File: config.mk
export PLATFORM = sky130hd
export DESIGN_NAME = aeqsc_top
export DESIGN_NICKNAME = d
export VERILOG_FILES = /design/src/core/aeqsc_pkg.sv /design/src/core/aeqsc_reg_if.sv /design/src/core/aeqsc_top.sv /design/src/core/aeqsc_axil_slave.sv /design/src/core/aeqsc_err_window.sv
export VERILOG_INCLUDE_DIRS = /design/src /design/src/core
export SDC_FILE = /design/constraint.sdc
export NUM_CORES = 1
export LEC_CHECK = 0
export BUFFER_PORTS_ARGS = -buffer_cell sky130_fd_sc_hd__buf_2
export CAP_MARGIN = 5
export CORE_MARGIN = 2
export CORE_UTILIZATION = 55
export DETAILED_ROUTE_END_ITERATION = 10
export PLACE_DENSITY = 0.77
export SLEW_MARGIN = 0
export SYNTH_ARGS = -nofsm -noshare
export SYNTH_HDL_FRONTEND = slang
export SYNTH_SLANG_ARGS = --single-unit
File: constraint.sdc
create_clock -name clock -period 9.1 [get_ports clock]
set_clock_uncertainty 0.15 [all_clocks]
set_input_delay 1.82 -clock clock [delete_from_list [all_inputs] [get_ports clock]]
set_output_delay 1.82 -clock clock [all_outputs]
set_load 0.02 [all_outputs]
File: src/core/aeqsc_consts.svh
`ifndef AEQSC_CONSTS_SVH
`define AEQSC_CONSTS_SVH
// Register indices; byte address is four times the index
`define AEQSC_IDX_SPARE 10'h040
`define AEQSC_IDX_LIMITS 10'h041
`define AEQSC_IDX_CTL 10'h042
`define AEQSC_IDX_THOLD 10'h043
`define AEQSC_IDX_START 10'h050
`define AEQSC_IDX_RELOCK 10'h051
`define AEQSC_IDX_STATUS 10'h052
// Field positions
`define AEQSC_UPPER_MSB 7
`define AEQSC_UPPER_LSB 4
`define AEQSC_LOWER_MSB 3
`define AEQSC_LOWER_LSB 0
`define AEQSC_ERRSEL_MSB 6
`define AEQSC_ERRSEL_LSB 4
`define AEQSC_ORDER_BIT 3
`define AEQSC_TWOSTEP_BIT 2
`define AEQSC_NEST_BIT 1
`define AEQSC_PHASEEN_BIT 0
// Reset values
`define AEQSC_UPPER_RST 4'hA
`define AEQSC_LOWER_RST 4'h9
`define AEQSC_ERRSEL_RST 3'h7
`define AEQSC_THOLD_RST 8'h01
`define AEQSC_RELOCK_RST 16'h0800
`define AEQSC_PHASE_MID 4'h7
`define AEQSC_RESP_OKAY 2'h0
`define AEQSC_RESP_SLVERR 2'h2
`endif

File: src/core/aeqsc_pkg.sv
package aeqsc_pkg;
	// Adaptation engine states
	typedef enum logic [1:0] {
		AEQSC_IDLE = 2'b00,
		AEQSC_SETTLE = 2'b01,
		AEQSC_VERIFY = 2'b10,
		AEQSC_MONITOR = 2'b11
	} aeqsc_state_t;
	typedef logic [9:0] aeqsc_idx_t;
endpackage

File: src/core/aeqsc_reg_if.sv
`timescale 1ns/1ps
`default_nettype none
// Register access between the bus slave and the engine core
interface aeqsc_reg_if;
	logic wr_stb;
	logic [9:0] wr_idx;
	logic [31:0] wr_data;
	logic [3:0] wr_strb;
	logic wr_hit;
	logic [9:0] rd_idx;
	logic [31:0] rd_data;
	logic rd_hit;
	modport bus (output wr_stb, output wr_idx, output wr_data, output wr_strb, output rd_idx,
		input wr_hit, input rd_data, input rd_hit);
	modport core (input wr_stb, input wr_idx, input wr_data, input wr_strb, input rd_idx,
		output wr_hit, output rd_data, output rd_hit);
endinterface
`default_nettype wire

File: src/core/aeqsc_top.sv
// The AXI4-Lite slave port was decided locally.
`timescale 1ns/1ps
`default_nettype none
`include "aeqsc_consts.svh"
module aeqsc_top import aeqsc_pkg::*; #(
	parameter logic [3:0] EQ_MAX = 4'hF
) (
	input wire logic clock,
	input wire logic rst_n,
	input wire logic [11:0] s_axi_awaddr,
	input wire logic s_axi_awvalid,
	output logic s_axi_awready,
	input wire logic [31:0] s_axi_wdata,
	input wire logic [3:0] s_axi_wstrb,
	input wire logic s_axi_wvalid,
	output logic s_axi_wready,
	output logic [1:0] s_axi_bresp,
	output logic s_axi_bvalid,
	input wire logic s_axi_bready,
	input wire logic [11:0] s_axi_araddr,
	input wire logic s_axi_arvalid,
	output logic s_axi_arready,
	output logic [31:0] s_axi_rdata,
	output logic [1:0] s_axi_rresp,
	output logic s_axi_rvalid,
	input wire logic s_axi_rready,
	input wire logic link_lock,
	input wire logic clk_bit_err,
	input wire logic sequence_check_err,
	input wire logic parity_err,
	output logic [3:0] eq_setting_ff,
	output logic [3:0] phase_setting_ff,
	output logic adapt_locked_ff
);
	logic [1:0] rst_sync_ff;
	logic rst_core_n;
	logic [3:0] upper_ff, lower_ff;
	logic [2:0] adapt_error_select_ff;
	logic phase_sweep_order_ff, two_step_validate_en_ff, loop_nesting_select_ff, phase_adapt_en_ff;
	logic [7:0] adapt_error_threshold_ff;
	logic [15:0] relock_timer_period_ff;
	logic start_ff, fail_ff;
	logic [1:0] lock_sync_ff;
	logic [2:0] err_s1_ff, err_s2_ff, err_s3_ff;
	logic [2:0] err_evt;
	aeqsc_state_t state_ff;
	logic [3:0] phase_left_ff;
	logic win_start;
	logic [15:0] win_len, half_len;
	logic win_expired, win_err_any;
	logic [8:0] win_count;
	logic [3:0] eff_upper, phase_first, phase_span;
	logic [31:0] ctl_word, limits_word;

	aeqsc_reg_if regs();

	// Reset release passes two flops; assertion stays asynchronous
	always_ff @(posedge clock or negedge rst_n) begin
		if (!rst_n) begin
			rst_sync_ff <= 2'b00;
		end else begin
			rst_sync_ff <= {rst_sync_ff[0], 1'b1};
		end
	end
	assign rst_core_n = rst_sync_ff[1];

	aeqsc_axil_slave u_bus (
		.clock(clock),
		.rst_n(rst_core_n),
		.awaddr(s_axi_awaddr),
		.awvalid(s_axi_awvalid),
		.awready(s_axi_awready),
		.wdata(s_axi_wdata),
		.wstrb(s_axi_wstrb),
		.wvalid(s_axi_wvalid),
		.wready(s_axi_wready),
		.bresp(s_axi_bresp),
		.bvalid(s_axi_bvalid),
		.bready(s_axi_bready),
		.araddr(s_axi_araddr),
		.arvalid(s_axi_arvalid),
		.arready(s_axi_arready),
		.rdata(s_axi_rdata),
		.rresp(s_axi_rresp),
		.rvalid(s_axi_rvalid),
		.rready(s_axi_rready),
		.regs(regs)
	);

	// Link-side levels come from another domain, so two flops first
	always_ff @(posedge clock or negedge rst_core_n) begin
		if (!rst_core_n) begin
			lock_sync_ff <= 2'b00;
			err_s1_ff <= 3'h0;
			err_s2_ff <= 3'h0;
			err_s3_ff <= 3'h0;
		end else begin
			lock_sync_ff <= {lock_sync_ff[0], link_lock};
			err_s1_ff <= {clk_bit_err, sequence_check_err, parity_err};
			err_s2_ff <= err_s1_ff;
			err_s3_ff <= err_s2_ff;
		end
	end
	// One event per rising error level; a held level counts once
	assign err_evt = err_s2_ff & ~err_s3_ff;

	// A bad upper limit below the lower one is read as the lower one
	function automatic logic [3:0] clamp_phase(input logic [3:0] v, input logic [3:0] lo, input logic [3:0] hi);
		if (v > hi) begin
			return hi;
		end
		if (v < lo) begin
			return lo;
		end
		return v;
	endfunction

	assign eff_upper = (upper_ff < lower_ff) ? lower_ff : upper_ff;
	assign phase_span = eff_upper - lower_ff;
	// Order 0 opens at the largest clock delay, order 1 at the midpoint
	assign phase_first = phase_sweep_order_ff ? clamp_phase(`AEQSC_PHASE_MID, lower_ff, eff_upper)
		: eff_upper;
	assign half_len = (relock_timer_period_ff >> 1) | 16'h0001;

	// Next phase in sweep order; order 1 wraps from upper to lower
	function automatic logic [3:0] next_phase(input logic [3:0] v, input logic ord, input logic [3:0] lo,
		input logic [3:0] hi);
		if (ord) begin
			return (v >= hi) ? lo : v + 4'h1;
		end
		return (v <= lo) ? hi : v - 4'h1;
	endfunction

	// Register writes; start is a self-clearing command bit
	always_ff @(posedge clock or negedge rst_core_n) begin
		if (!rst_core_n) begin
			upper_ff <= `AEQSC_UPPER_RST;
			lower_ff <= `AEQSC_LOWER_RST;
			adapt_error_select_ff <= `AEQSC_ERRSEL_RST;
			phase_sweep_order_ff <= 1'b0;
			two_step_validate_en_ff <= 1'b0;
			loop_nesting_select_ff <= 1'b0;
			phase_adapt_en_ff <= 1'b1;
			adapt_error_threshold_ff <= `AEQSC_THOLD_RST;
			relock_timer_period_ff <= `AEQSC_RELOCK_RST;
			start_ff <= 1'b0;
		end else begin
			start_ff <= 1'b0;
			if (regs.wr_stb && regs.wr_strb[0]) begin
				case (regs.wr_idx)
					`AEQSC_IDX_LIMITS: begin
						upper_ff <= regs.wr_data[`AEQSC_UPPER_MSB:`AEQSC_UPPER_LSB];
						lower_ff <= regs.wr_data[`AEQSC_LOWER_MSB:`AEQSC_LOWER_LSB];
					end
					`AEQSC_IDX_CTL: begin
						adapt_error_select_ff <= regs.wr_data[`AEQSC_ERRSEL_MSB:`AEQSC_ERRSEL_LSB];
						phase_sweep_order_ff <= regs.wr_data[`AEQSC_ORDER_BIT];
						two_step_validate_en_ff <= regs.wr_data[`AEQSC_TWOSTEP_BIT];
						loop_nesting_select_ff <= regs.wr_data[`AEQSC_NEST_BIT];
						phase_adapt_en_ff <= regs.wr_data[`AEQSC_PHASEEN_BIT];
					end
					`AEQSC_IDX_THOLD: adapt_error_threshold_ff <= regs.wr_data[7:0];
					`AEQSC_IDX_START: start_ff <= regs.wr_data[0];
					`AEQSC_IDX_RELOCK: relock_timer_period_ff[7:0] <= regs.wr_data[7:0];
					default: start_ff <= 1'b0; // Spare and status ignore writes
				endcase
			end
			if (regs.wr_stb && regs.wr_strb[1] && regs.wr_idx == `AEQSC_IDX_RELOCK) begin
				relock_timer_period_ff[15:8] <= regs.wr_data[15:8];
			end
		end
	end

	// Read mux; bit 7 of control and the spare register read zero
	assign ctl_word = {24'h0, 1'b0, adapt_error_select_ff, phase_sweep_order_ff, two_step_validate_en_ff,
		loop_nesting_select_ff, phase_adapt_en_ff};
	assign limits_word = {24'h0, upper_ff, lower_ff};
	always_comb begin
		regs.rd_hit = 1'b1;
		case (regs.rd_idx)
			`AEQSC_IDX_SPARE: regs.rd_data = 32'h00000000;
			`AEQSC_IDX_LIMITS: regs.rd_data = limits_word;
			`AEQSC_IDX_CTL: regs.rd_data = ctl_word;
			`AEQSC_IDX_THOLD: regs.rd_data = {24'h0, adapt_error_threshold_ff};
			`AEQSC_IDX_START: regs.rd_data = 32'h00000000;
			`AEQSC_IDX_RELOCK: regs.rd_data = {16'h0, relock_timer_period_ff};
			`AEQSC_IDX_STATUS: regs.rd_data = {20'h0, fail_ff, adapt_locked_ff, state_ff, phase_setting_ff,
				eq_setting_ff};
			default: begin
				regs.rd_data = 32'h00000000;
				regs.rd_hit = 1'b0;
			end
		endcase
	end
	assign regs.wr_hit = (regs.wr_idx >= `AEQSC_IDX_SPARE && regs.wr_idx <= `AEQSC_IDX_THOLD)
		|| (regs.wr_idx >= `AEQSC_IDX_START && regs.wr_idx <= `AEQSC_IDX_STATUS);

	// Window length: one-step settles a full period, everything else half
	// The window loads its length a cycle after the state has moved on
	always_comb begin
		win_len = half_len;
		if (state_ff == AEQSC_SETTLE && !two_step_validate_en_ff) begin
			win_len = relock_timer_period_ff;
		end
	end

	aeqsc_err_window #(.CNT_W(9)) u_win (
		.clock(clock),
		.rst_n(rst_core_n),
		.start(win_start),
		.length(win_len),
		.err_sel(adapt_error_select_ff),
		.err_evt(err_evt),
		.expired(win_expired),
		.err_any(win_err_any),
		.err_count(win_count)
	);

	// Adaptation engine: settle, optionally verify, then watch the link
	always_ff @(posedge clock or negedge rst_core_n) begin
		if (!rst_core_n) begin
			state_ff <= AEQSC_IDLE;
			eq_setting_ff <= 4'h0;
			phase_setting_ff <= `AEQSC_PHASE_MID;
			phase_left_ff <= 4'h0;
			adapt_locked_ff <= 1'b0;
			fail_ff <= 1'b0;
			win_start <= 1'b0;
		end else begin
			win_start <= 1'b0;
			if (start_ff) begin
				state_ff <= AEQSC_SETTLE;
				eq_setting_ff <= 4'h0;
				phase_setting_ff <= phase_adapt_en_ff ? phase_first
					: clamp_phase(`AEQSC_PHASE_MID, lower_ff, eff_upper);
				phase_left_ff <= phase_span;
				adapt_locked_ff <= 1'b0;
				fail_ff <= 1'b0;
				win_start <= 1'b1;
			end else begin
				case (state_ff)
					AEQSC_SETTLE: begin
						if (win_expired && two_step_validate_en_ff) begin
							state_ff <= AEQSC_VERIFY;
							win_start <= 1'b1;
						end else if (win_expired && lock_sync_ff[1]) begin
							state_ff <= AEQSC_MONITOR;
							adapt_locked_ff <= 1'b1;
							win_start <= 1'b1;
						end else if (win_expired) begin
							advance();
						end
					end
					AEQSC_VERIFY: begin
						if (win_err_any) begin
							advance();
						end else if (win_expired && lock_sync_ff[1]) begin
							state_ff <= AEQSC_MONITOR;
							adapt_locked_ff <= 1'b1;
							win_start <= 1'b1;
						end else if (win_expired) begin
							advance();
						end
					end
					AEQSC_MONITOR: begin
						if (win_expired && win_count > {1'b0, adapt_error_threshold_ff}
							&& eq_setting_ff < EQ_MAX) begin
							eq_setting_ff <= eq_setting_ff + 4'h1;
							adapt_locked_ff <= 1'b0;
							state_ff <= AEQSC_SETTLE;
							win_start <= 1'b1;
						end else if (win_expired) begin
							win_start <= 1'b1;
						end
					end
					default: state_ff <= AEQSC_IDLE;
				endcase
			end
		end
	end

	// Step to the next candidate; nesting picks which value moves first
	task automatic advance();
		win_start <= 1'b1;
		state_ff <= AEQSC_SETTLE;
		if (!phase_adapt_en_ff || !loop_nesting_select_ff) begin
			if (eq_setting_ff < EQ_MAX) begin
				eq_setting_ff <= eq_setting_ff + 4'h1;
			end else if (phase_adapt_en_ff && phase_left_ff != 4'h0) begin
				eq_setting_ff <= 4'h0;
				phase_setting_ff <= next_phase(phase_setting_ff, phase_sweep_order_ff, lower_ff, eff_upper);
				phase_left_ff <= phase_left_ff - 4'h1;
			end else begin
				state_ff <= AEQSC_IDLE;
				fail_ff <= 1'b1;
				win_start <= 1'b0;
			end
		end else if (phase_left_ff != 4'h0) begin
			phase_setting_ff <= next_phase(phase_setting_ff, phase_sweep_order_ff, lower_ff, eff_upper);
			phase_left_ff <= phase_left_ff - 4'h1;
		end else if (eq_setting_ff < EQ_MAX) begin
			phase_setting_ff <= phase_first;
			phase_left_ff <= phase_span;
			eq_setting_ff <= eq_setting_ff + 4'h1;
		end else begin
			state_ff <= AEQSC_IDLE;
			fail_ff <= 1'b1;
			win_start <= 1'b0;
		end
	endtask
endmodule
`default_nettype wire

File: src/core/aeqsc_axil_slave.sv
`timescale 1ns/1ps
`default_nettype none
`include "aeqsc_consts.svh"
module aeqsc_axil_slave import aeqsc_pkg::*; (
	input wire logic clock,
	input wire logic rst_n,
	input wire logic [11:0] awaddr,
	input wire logic awvalid,
	output logic awready,
	input wire logic [31:0] wdata,
	input wire logic [3:0] wstrb,
	input wire logic wvalid,
	output logic wready,
	output logic [1:0] bresp,
	output logic bvalid,
	input wire logic bready,
	input wire logic [11:0] araddr,
	input wire logic arvalid,
	output logic arready,
	output logic [31:0] rdata,
	output logic [1:0] rresp,
	output logic rvalid,
	input wire logic rready,
	aeqsc_reg_if.bus regs
);
	logic aw_got_ff, w_got_ff;
	logic [9:0] aw_idx_ff;
	logic [31:0] wdata_ff;
	logic [3:0] wstrb_ff;
	logic do_write;

	// Write fires once both halves are held and no response is pending
	assign do_write = aw_got_ff && w_got_ff && !bvalid;
	assign regs.wr_stb = do_write;
	assign regs.wr_idx = aw_idx_ff;
	assign regs.wr_data = wdata_ff;
	assign regs.wr_strb = wstrb_ff;
	assign regs.rd_idx = araddr[11:2];

	// Address and data are taken independently, in either order
	always_ff @(posedge clock or negedge rst_n) begin
		if (!rst_n) begin
			aw_got_ff <= 1'b0;
			w_got_ff <= 1'b0;
			aw_idx_ff <= 10'h000;
			wdata_ff <= 32'h00000000;
			wstrb_ff <= 4'h0;
			awready <= 1'b0;
			wready <= 1'b0;
			bvalid <= 1'b0;
			bresp <= `AEQSC_RESP_OKAY;
		end else begin
			if (awvalid && awready) begin
				aw_got_ff <= 1'b1;
				aw_idx_ff <= awaddr[11:2];
				awready <= 1'b0;
			end else if (!aw_got_ff && !bvalid) begin
				awready <= 1'b1;
			end
			if (wvalid && wready) begin
				w_got_ff <= 1'b1;
				wdata_ff <= wdata;
				wstrb_ff <= wstrb;
				wready <= 1'b0;
			end else if (!w_got_ff && !bvalid) begin
				wready <= 1'b1;
			end
			if (do_write) begin
				aw_got_ff <= 1'b0;
				w_got_ff <= 1'b0;
				bvalid <= 1'b1;
				bresp <= regs.wr_hit ? `AEQSC_RESP_OKAY : `AEQSC_RESP_SLVERR;
			end else if (bvalid && bready) begin
				bvalid <= 1'b0;
			end
		end
	end

	// Read data are captured at the address handshake, answered next cycle
	always_ff @(posedge clock or negedge rst_n) begin
		if (!rst_n) begin
			arready <= 1'b0;
			rvalid <= 1'b0;
			rdata <= 32'h00000000;
			rresp <= `AEQSC_RESP_OKAY;
		end else if (arvalid && arready) begin
			arready <= 1'b0;
			rvalid <= 1'b1;
			rdata <= regs.rd_hit ? regs.rd_data : 32'h00000000;
			rresp <= regs.rd_hit ? `AEQSC_RESP_OKAY : `AEQSC_RESP_SLVERR;
		end else if (rvalid && rready) begin
			rvalid <= 1'b0;
		end else if (!rvalid) begin
			arready <= 1'b1;
		end
	end
endmodule
`default_nettype wire

File: src/core/aeqsc_err_window.sv
`timescale 1ns/1ps
`default_nettype none
module aeqsc_err_window import aeqsc_pkg::*; #(
	parameter int CNT_W = 9
) (
	input wire logic clock,
	input wire logic rst_n,
	input wire logic start,
	input wire logic [15:0] length,
	input wire logic [2:0] err_sel,
	input wire logic [2:0] err_evt,
	output logic expired,
	output logic err_any,
	output logic [CNT_W-1:0] err_count
);
	logic [15:0] left_ff;
	logic run_ff;
	logic [1:0] hits;

	// Only selected error kinds are counted; an all-zero select disables checking
	assign hits = 2'(err_evt[0] & err_sel[0]) + 2'(err_evt[1] & err_sel[1]) + 2'(err_evt[2] & err_sel[2]);
	assign err_any = run_ff && (hits != 2'h0);

	// Window timer; a zero length still lasts one cycle
	always_ff @(posedge clock or negedge rst_n) begin
		if (!rst_n) begin
			left_ff <= 16'h0000;
			run_ff <= 1'b0;
			expired <= 1'b0;
		end else begin
			expired <= 1'b0;
			if (start) begin
				left_ff <= (length == 16'h0000) ? 16'h0001 : length;
				run_ff <= 1'b1;
			end else if (run_ff) begin
				left_ff <= left_ff - 16'h0001;
				if (left_ff == 16'h0001) begin
					run_ff <= 1'b0;
					expired <= 1'b1;
				end
			end
		end
	end

	// Saturating error count over the running window
	always_ff @(posedge clock or negedge rst_n) begin
		if (!rst_n) begin
			err_count <= '0;
		end else if (start) begin
			err_count <= '0;
		end else if (run_ff && err_count <= {CNT_W{1'b1}} - CNT_W'(3)) begin
			err_count <= err_count + CNT_W'(hits);
		end
	end
endmodule
`default_nettype wire

==> summary.md <==
| Metric | Value |
|---|---|
| Status | finished clean |
| Most common cell in the netlist | dfrtp_1 |
| Post-CTS Setup Bufs | 0 |
| Ys flop type | dfrtp_1 |
| Drt total wl | 19,100 um |
| GPL Wtd Cong | 0.921 |
| Max VDD drop | 0.000188 V |
| Layout area overhead | 12.4% |
| Lkg Pwr | 4.31 nW |
| DRT Pass-1 Iters | 5 |
| Post-CTS Resized | 0 |
| Total Routing Usage GR | 0.246 |
| Final Hold Viols | 0 |
| Chip Width | 127 um |
| Initial antenna violation count | 0 |
| HP Class | register to register |
| WL/cell | 17.8 um |
| Leading post-synthesis cells by instance count | dfrtp_1 (137), nand2_1 (73), mux2_2 (69) |
| Register bit total from synthesis | 150 |
| Sw frac | 0.289 |
| Fin crit share | 0.448 |
| Nets | 983 |
| CTS Hold Bufs | 0 |
| CTS tree | yes |
| Die H | 127 um |
| Overflow after GRT | 0 |
| CTS Sinks | 150 |
| Max-slew violation count | 0 |
| # port buffers | 80 |
| Flop pwr share | 0.467 |
| Vias | 6,480 |
| Synth cell types | 80 |
| Crit Path Max Fanout | 8 |
| ANT nets after route | 0 |
| Setup crit end kind | register |
| Setup TNS | 0 ps |
| Layout cells sized above 1 | 0.242 |
| Area contributors post-synth | dfrtp_1 (41%), mux2_2 (9.4%), ha_1 (4.8%), dfstp_2 (4.1%), nand2_1 (3.3%) |
| Slew @ Worst Pin | 1030 ps |
| Synth Area per Inst | 10.3 um^2 |
| Required time worst endpoint | 9300 ps |
| Skew-Pair Late Insertion Delay | 420 ps |
| Worst slew margin | 0.315 |
| DRC viols | 0 |
| Vias in the first global route | 6,182 |
| CP arrival | 4270 ps |
| Register area share after synthesis | 0.454 |
| Clock transition at the registers of the reported paths | 60 ps |
| Type of the worst setup path | register to register |
| Row cnt | 44 |
| PwrDens | 200 mW/mm^2 |
| Root Buffer | clkbuf_16 |
| Comb power frac | 0.167 |
| Largest net degree at the start of global routing | 86 |
| Leading area contributor after synthesis | dfrtp_1 |
| Die footprint | 0.0161 mm^2 |
| Via density | 6.03 |
| FMAX | 245 MHz |
| Initial DRC Count | 454 |
| Asr flop ratio synth | 1.00 |
| RSZ-0062 raised after global routing | false |
| Synth top area share | 0.413 |
| Clock power share | 0.367 |
| Max-cap violation count | 0 |
| Diodes inserted | 0 |
| Total core area | 0.0146 mm^2 |
| Post-synth EDFFs | 0 |
| Internal | 1.33 mW |
| Final setup fails | 0 |
| Syn Inst Count | 809 |
| CTS Buf Count | 17 |
| Tot Pwr | 1.87 mW |
| CTS max path bufs | 2 |
| Starting Density | 0.567 |
| Sw power | 0.541 mW |
| Ports | 121 |
| HPWL Detailed | 13,400 um |
| Kind of start point of the critical path | register |
| Syn. warnings | 0 |
| # H-tree levels | 4 |
| Final min period | 4080 ps |
| Synthesized cell area | 0.00831 mm^2 |
| First-pass GRT wire length | 31,300 um |
state kept, by name, summed over array words and instances (netlist names), 8 cells and up:
register,flops
relock_timer_period_ff,16
adapt_error_threshold_ff,8
u_bus.rdata,16
u_bus.regs.wr_data,16
u_win.left_ff,16
u_win.err_count,9
u_bus.regs.wr_idx,10
path summary, 6_finish.rpt:
path,from,endpoint,slack [ps],cells past startpoint
max,lower_ff[1],phase_setting_ff[3],5020,12
max reg2reg,lower_ff[1],phase_setting_ff[3],5020,12
min reg2reg,err_s1_ff[2],err_s2_ff[2],200,0
min,err_s1_ff[2],err_s2_ff[2],200,0
min in group asynchronous,rst_sync_ff[1],u_bus.rdata[4],260,0
max in group asynchronous,rst_sync_ff[1],u_win.left_ff[11],7010,1
layout make-up:
cell class              count  area [um^2]
fillers                  1186         5310
clock buffers              20          467
inverters                  36          135
multi-input cells         590         4200
repair buffers             82          415
flip-flops and latches    150         3770
clock inverters            12          119
well taps                 184          230
layout by cell type, fill, tap and decap left out, types with 16 or more instances in the layout:
| cell type | n |
|---|---|
| a21oi_1 | 35 |
| a31oi_1 | 16 |
| buf_2 | 80 |
| clkbuf_16 | 17 |
| conb_1 | 19 |
| dfrtp_1 | 136 |
| ha_1 | 32 |
| inv_1 | 36 |
| mux2_2 | 69 |
| mux2i_1 | 18 |
| nand2_1 | 73 |
| nand3_1 | 20 |
| nor2_1 | 60 |
| o21ai_0 | 44 |
layer usage:
metal / global-route usage / up-vias / part of all wire / wire, um
li1: - / 3039 / - / -
met1: 0.343 / 3154 / 0.45 / 8690
met4: 0.0711 / 0 / 0.018 / 352
met5: 0 / - / 0 / 0
met2: 0.393 / 254 / 0.47 / 8950
met3: 0.0493 / 33 / 0.059 / 1120
critical path: stages (launching register included):
cell,delay [ps]
dfrtp_1,500
inv_1,190
ha_1,310
a2111o_1,380
and2_4,200
mux2i_1,600
ha_1,280
a211oi_1,50
o21bai_1,470
nor2_1,110
a211o_1,300
a311o_1,320
a21oi_1,140
cells by family (layout without fill, tap and decap cells):
| logic type | count (synthesis) | in the layout | share of synthesized area |
|---|---|---|---|
| xor gates and xnor gates | 26 | 26 | 0.0274 |
| adders and majority gates | 35 | 35 | 0.0554 |
| DFF | 150 | 150 | 0.454 |
| other | 2 | 19 | 0.000904 |
| and+or+nand+nor | 237 | 237 | 0.149 |
| muxes | 89 | 89 | 0.120 |
| buffers and inverters | 86 | 150 | 0.0484 |
| AOI/OAI and AO/OA | 184 | 184 | 0.146 |
power groups by stage:
stage | logic (mW) | clock network, mW | registers (mW)
global placement | 0.302 | 0 | 0.878
CTS | 0.313 | 0.695 | 0.871
floorplan | 0.239 | 0 | 0.865
detailed placement | 0.310 | 0 | 0.883
finish | 0.312 | 0.685 | 0.872
global route | 0.347 | 0.727 | 0.888
through the flow:
| stage | std cells | hold WS, ps | area (um^2) | utilization | setup slack, ps |
|---|---|---|---|---|---|
| CTS | 1074 | 198 | 9340 | 0.638 | 5090 |
| detailed placement | 1042 | 185 | 8750 | 0.598 | 4980 |
| finish | 1074 | 198 | 9340 | 0.638 | 5020 |
| global route | 1074 | 207 | 9340 | 0.638 | 4670 |
| floorplan | 826 | 181 | 8370 | - | 4480 |
| global placement | 1042 | 183 | 8750 | 0.598 | 5030 |
No activity file was read; power rests on OpenSTA's default activity.
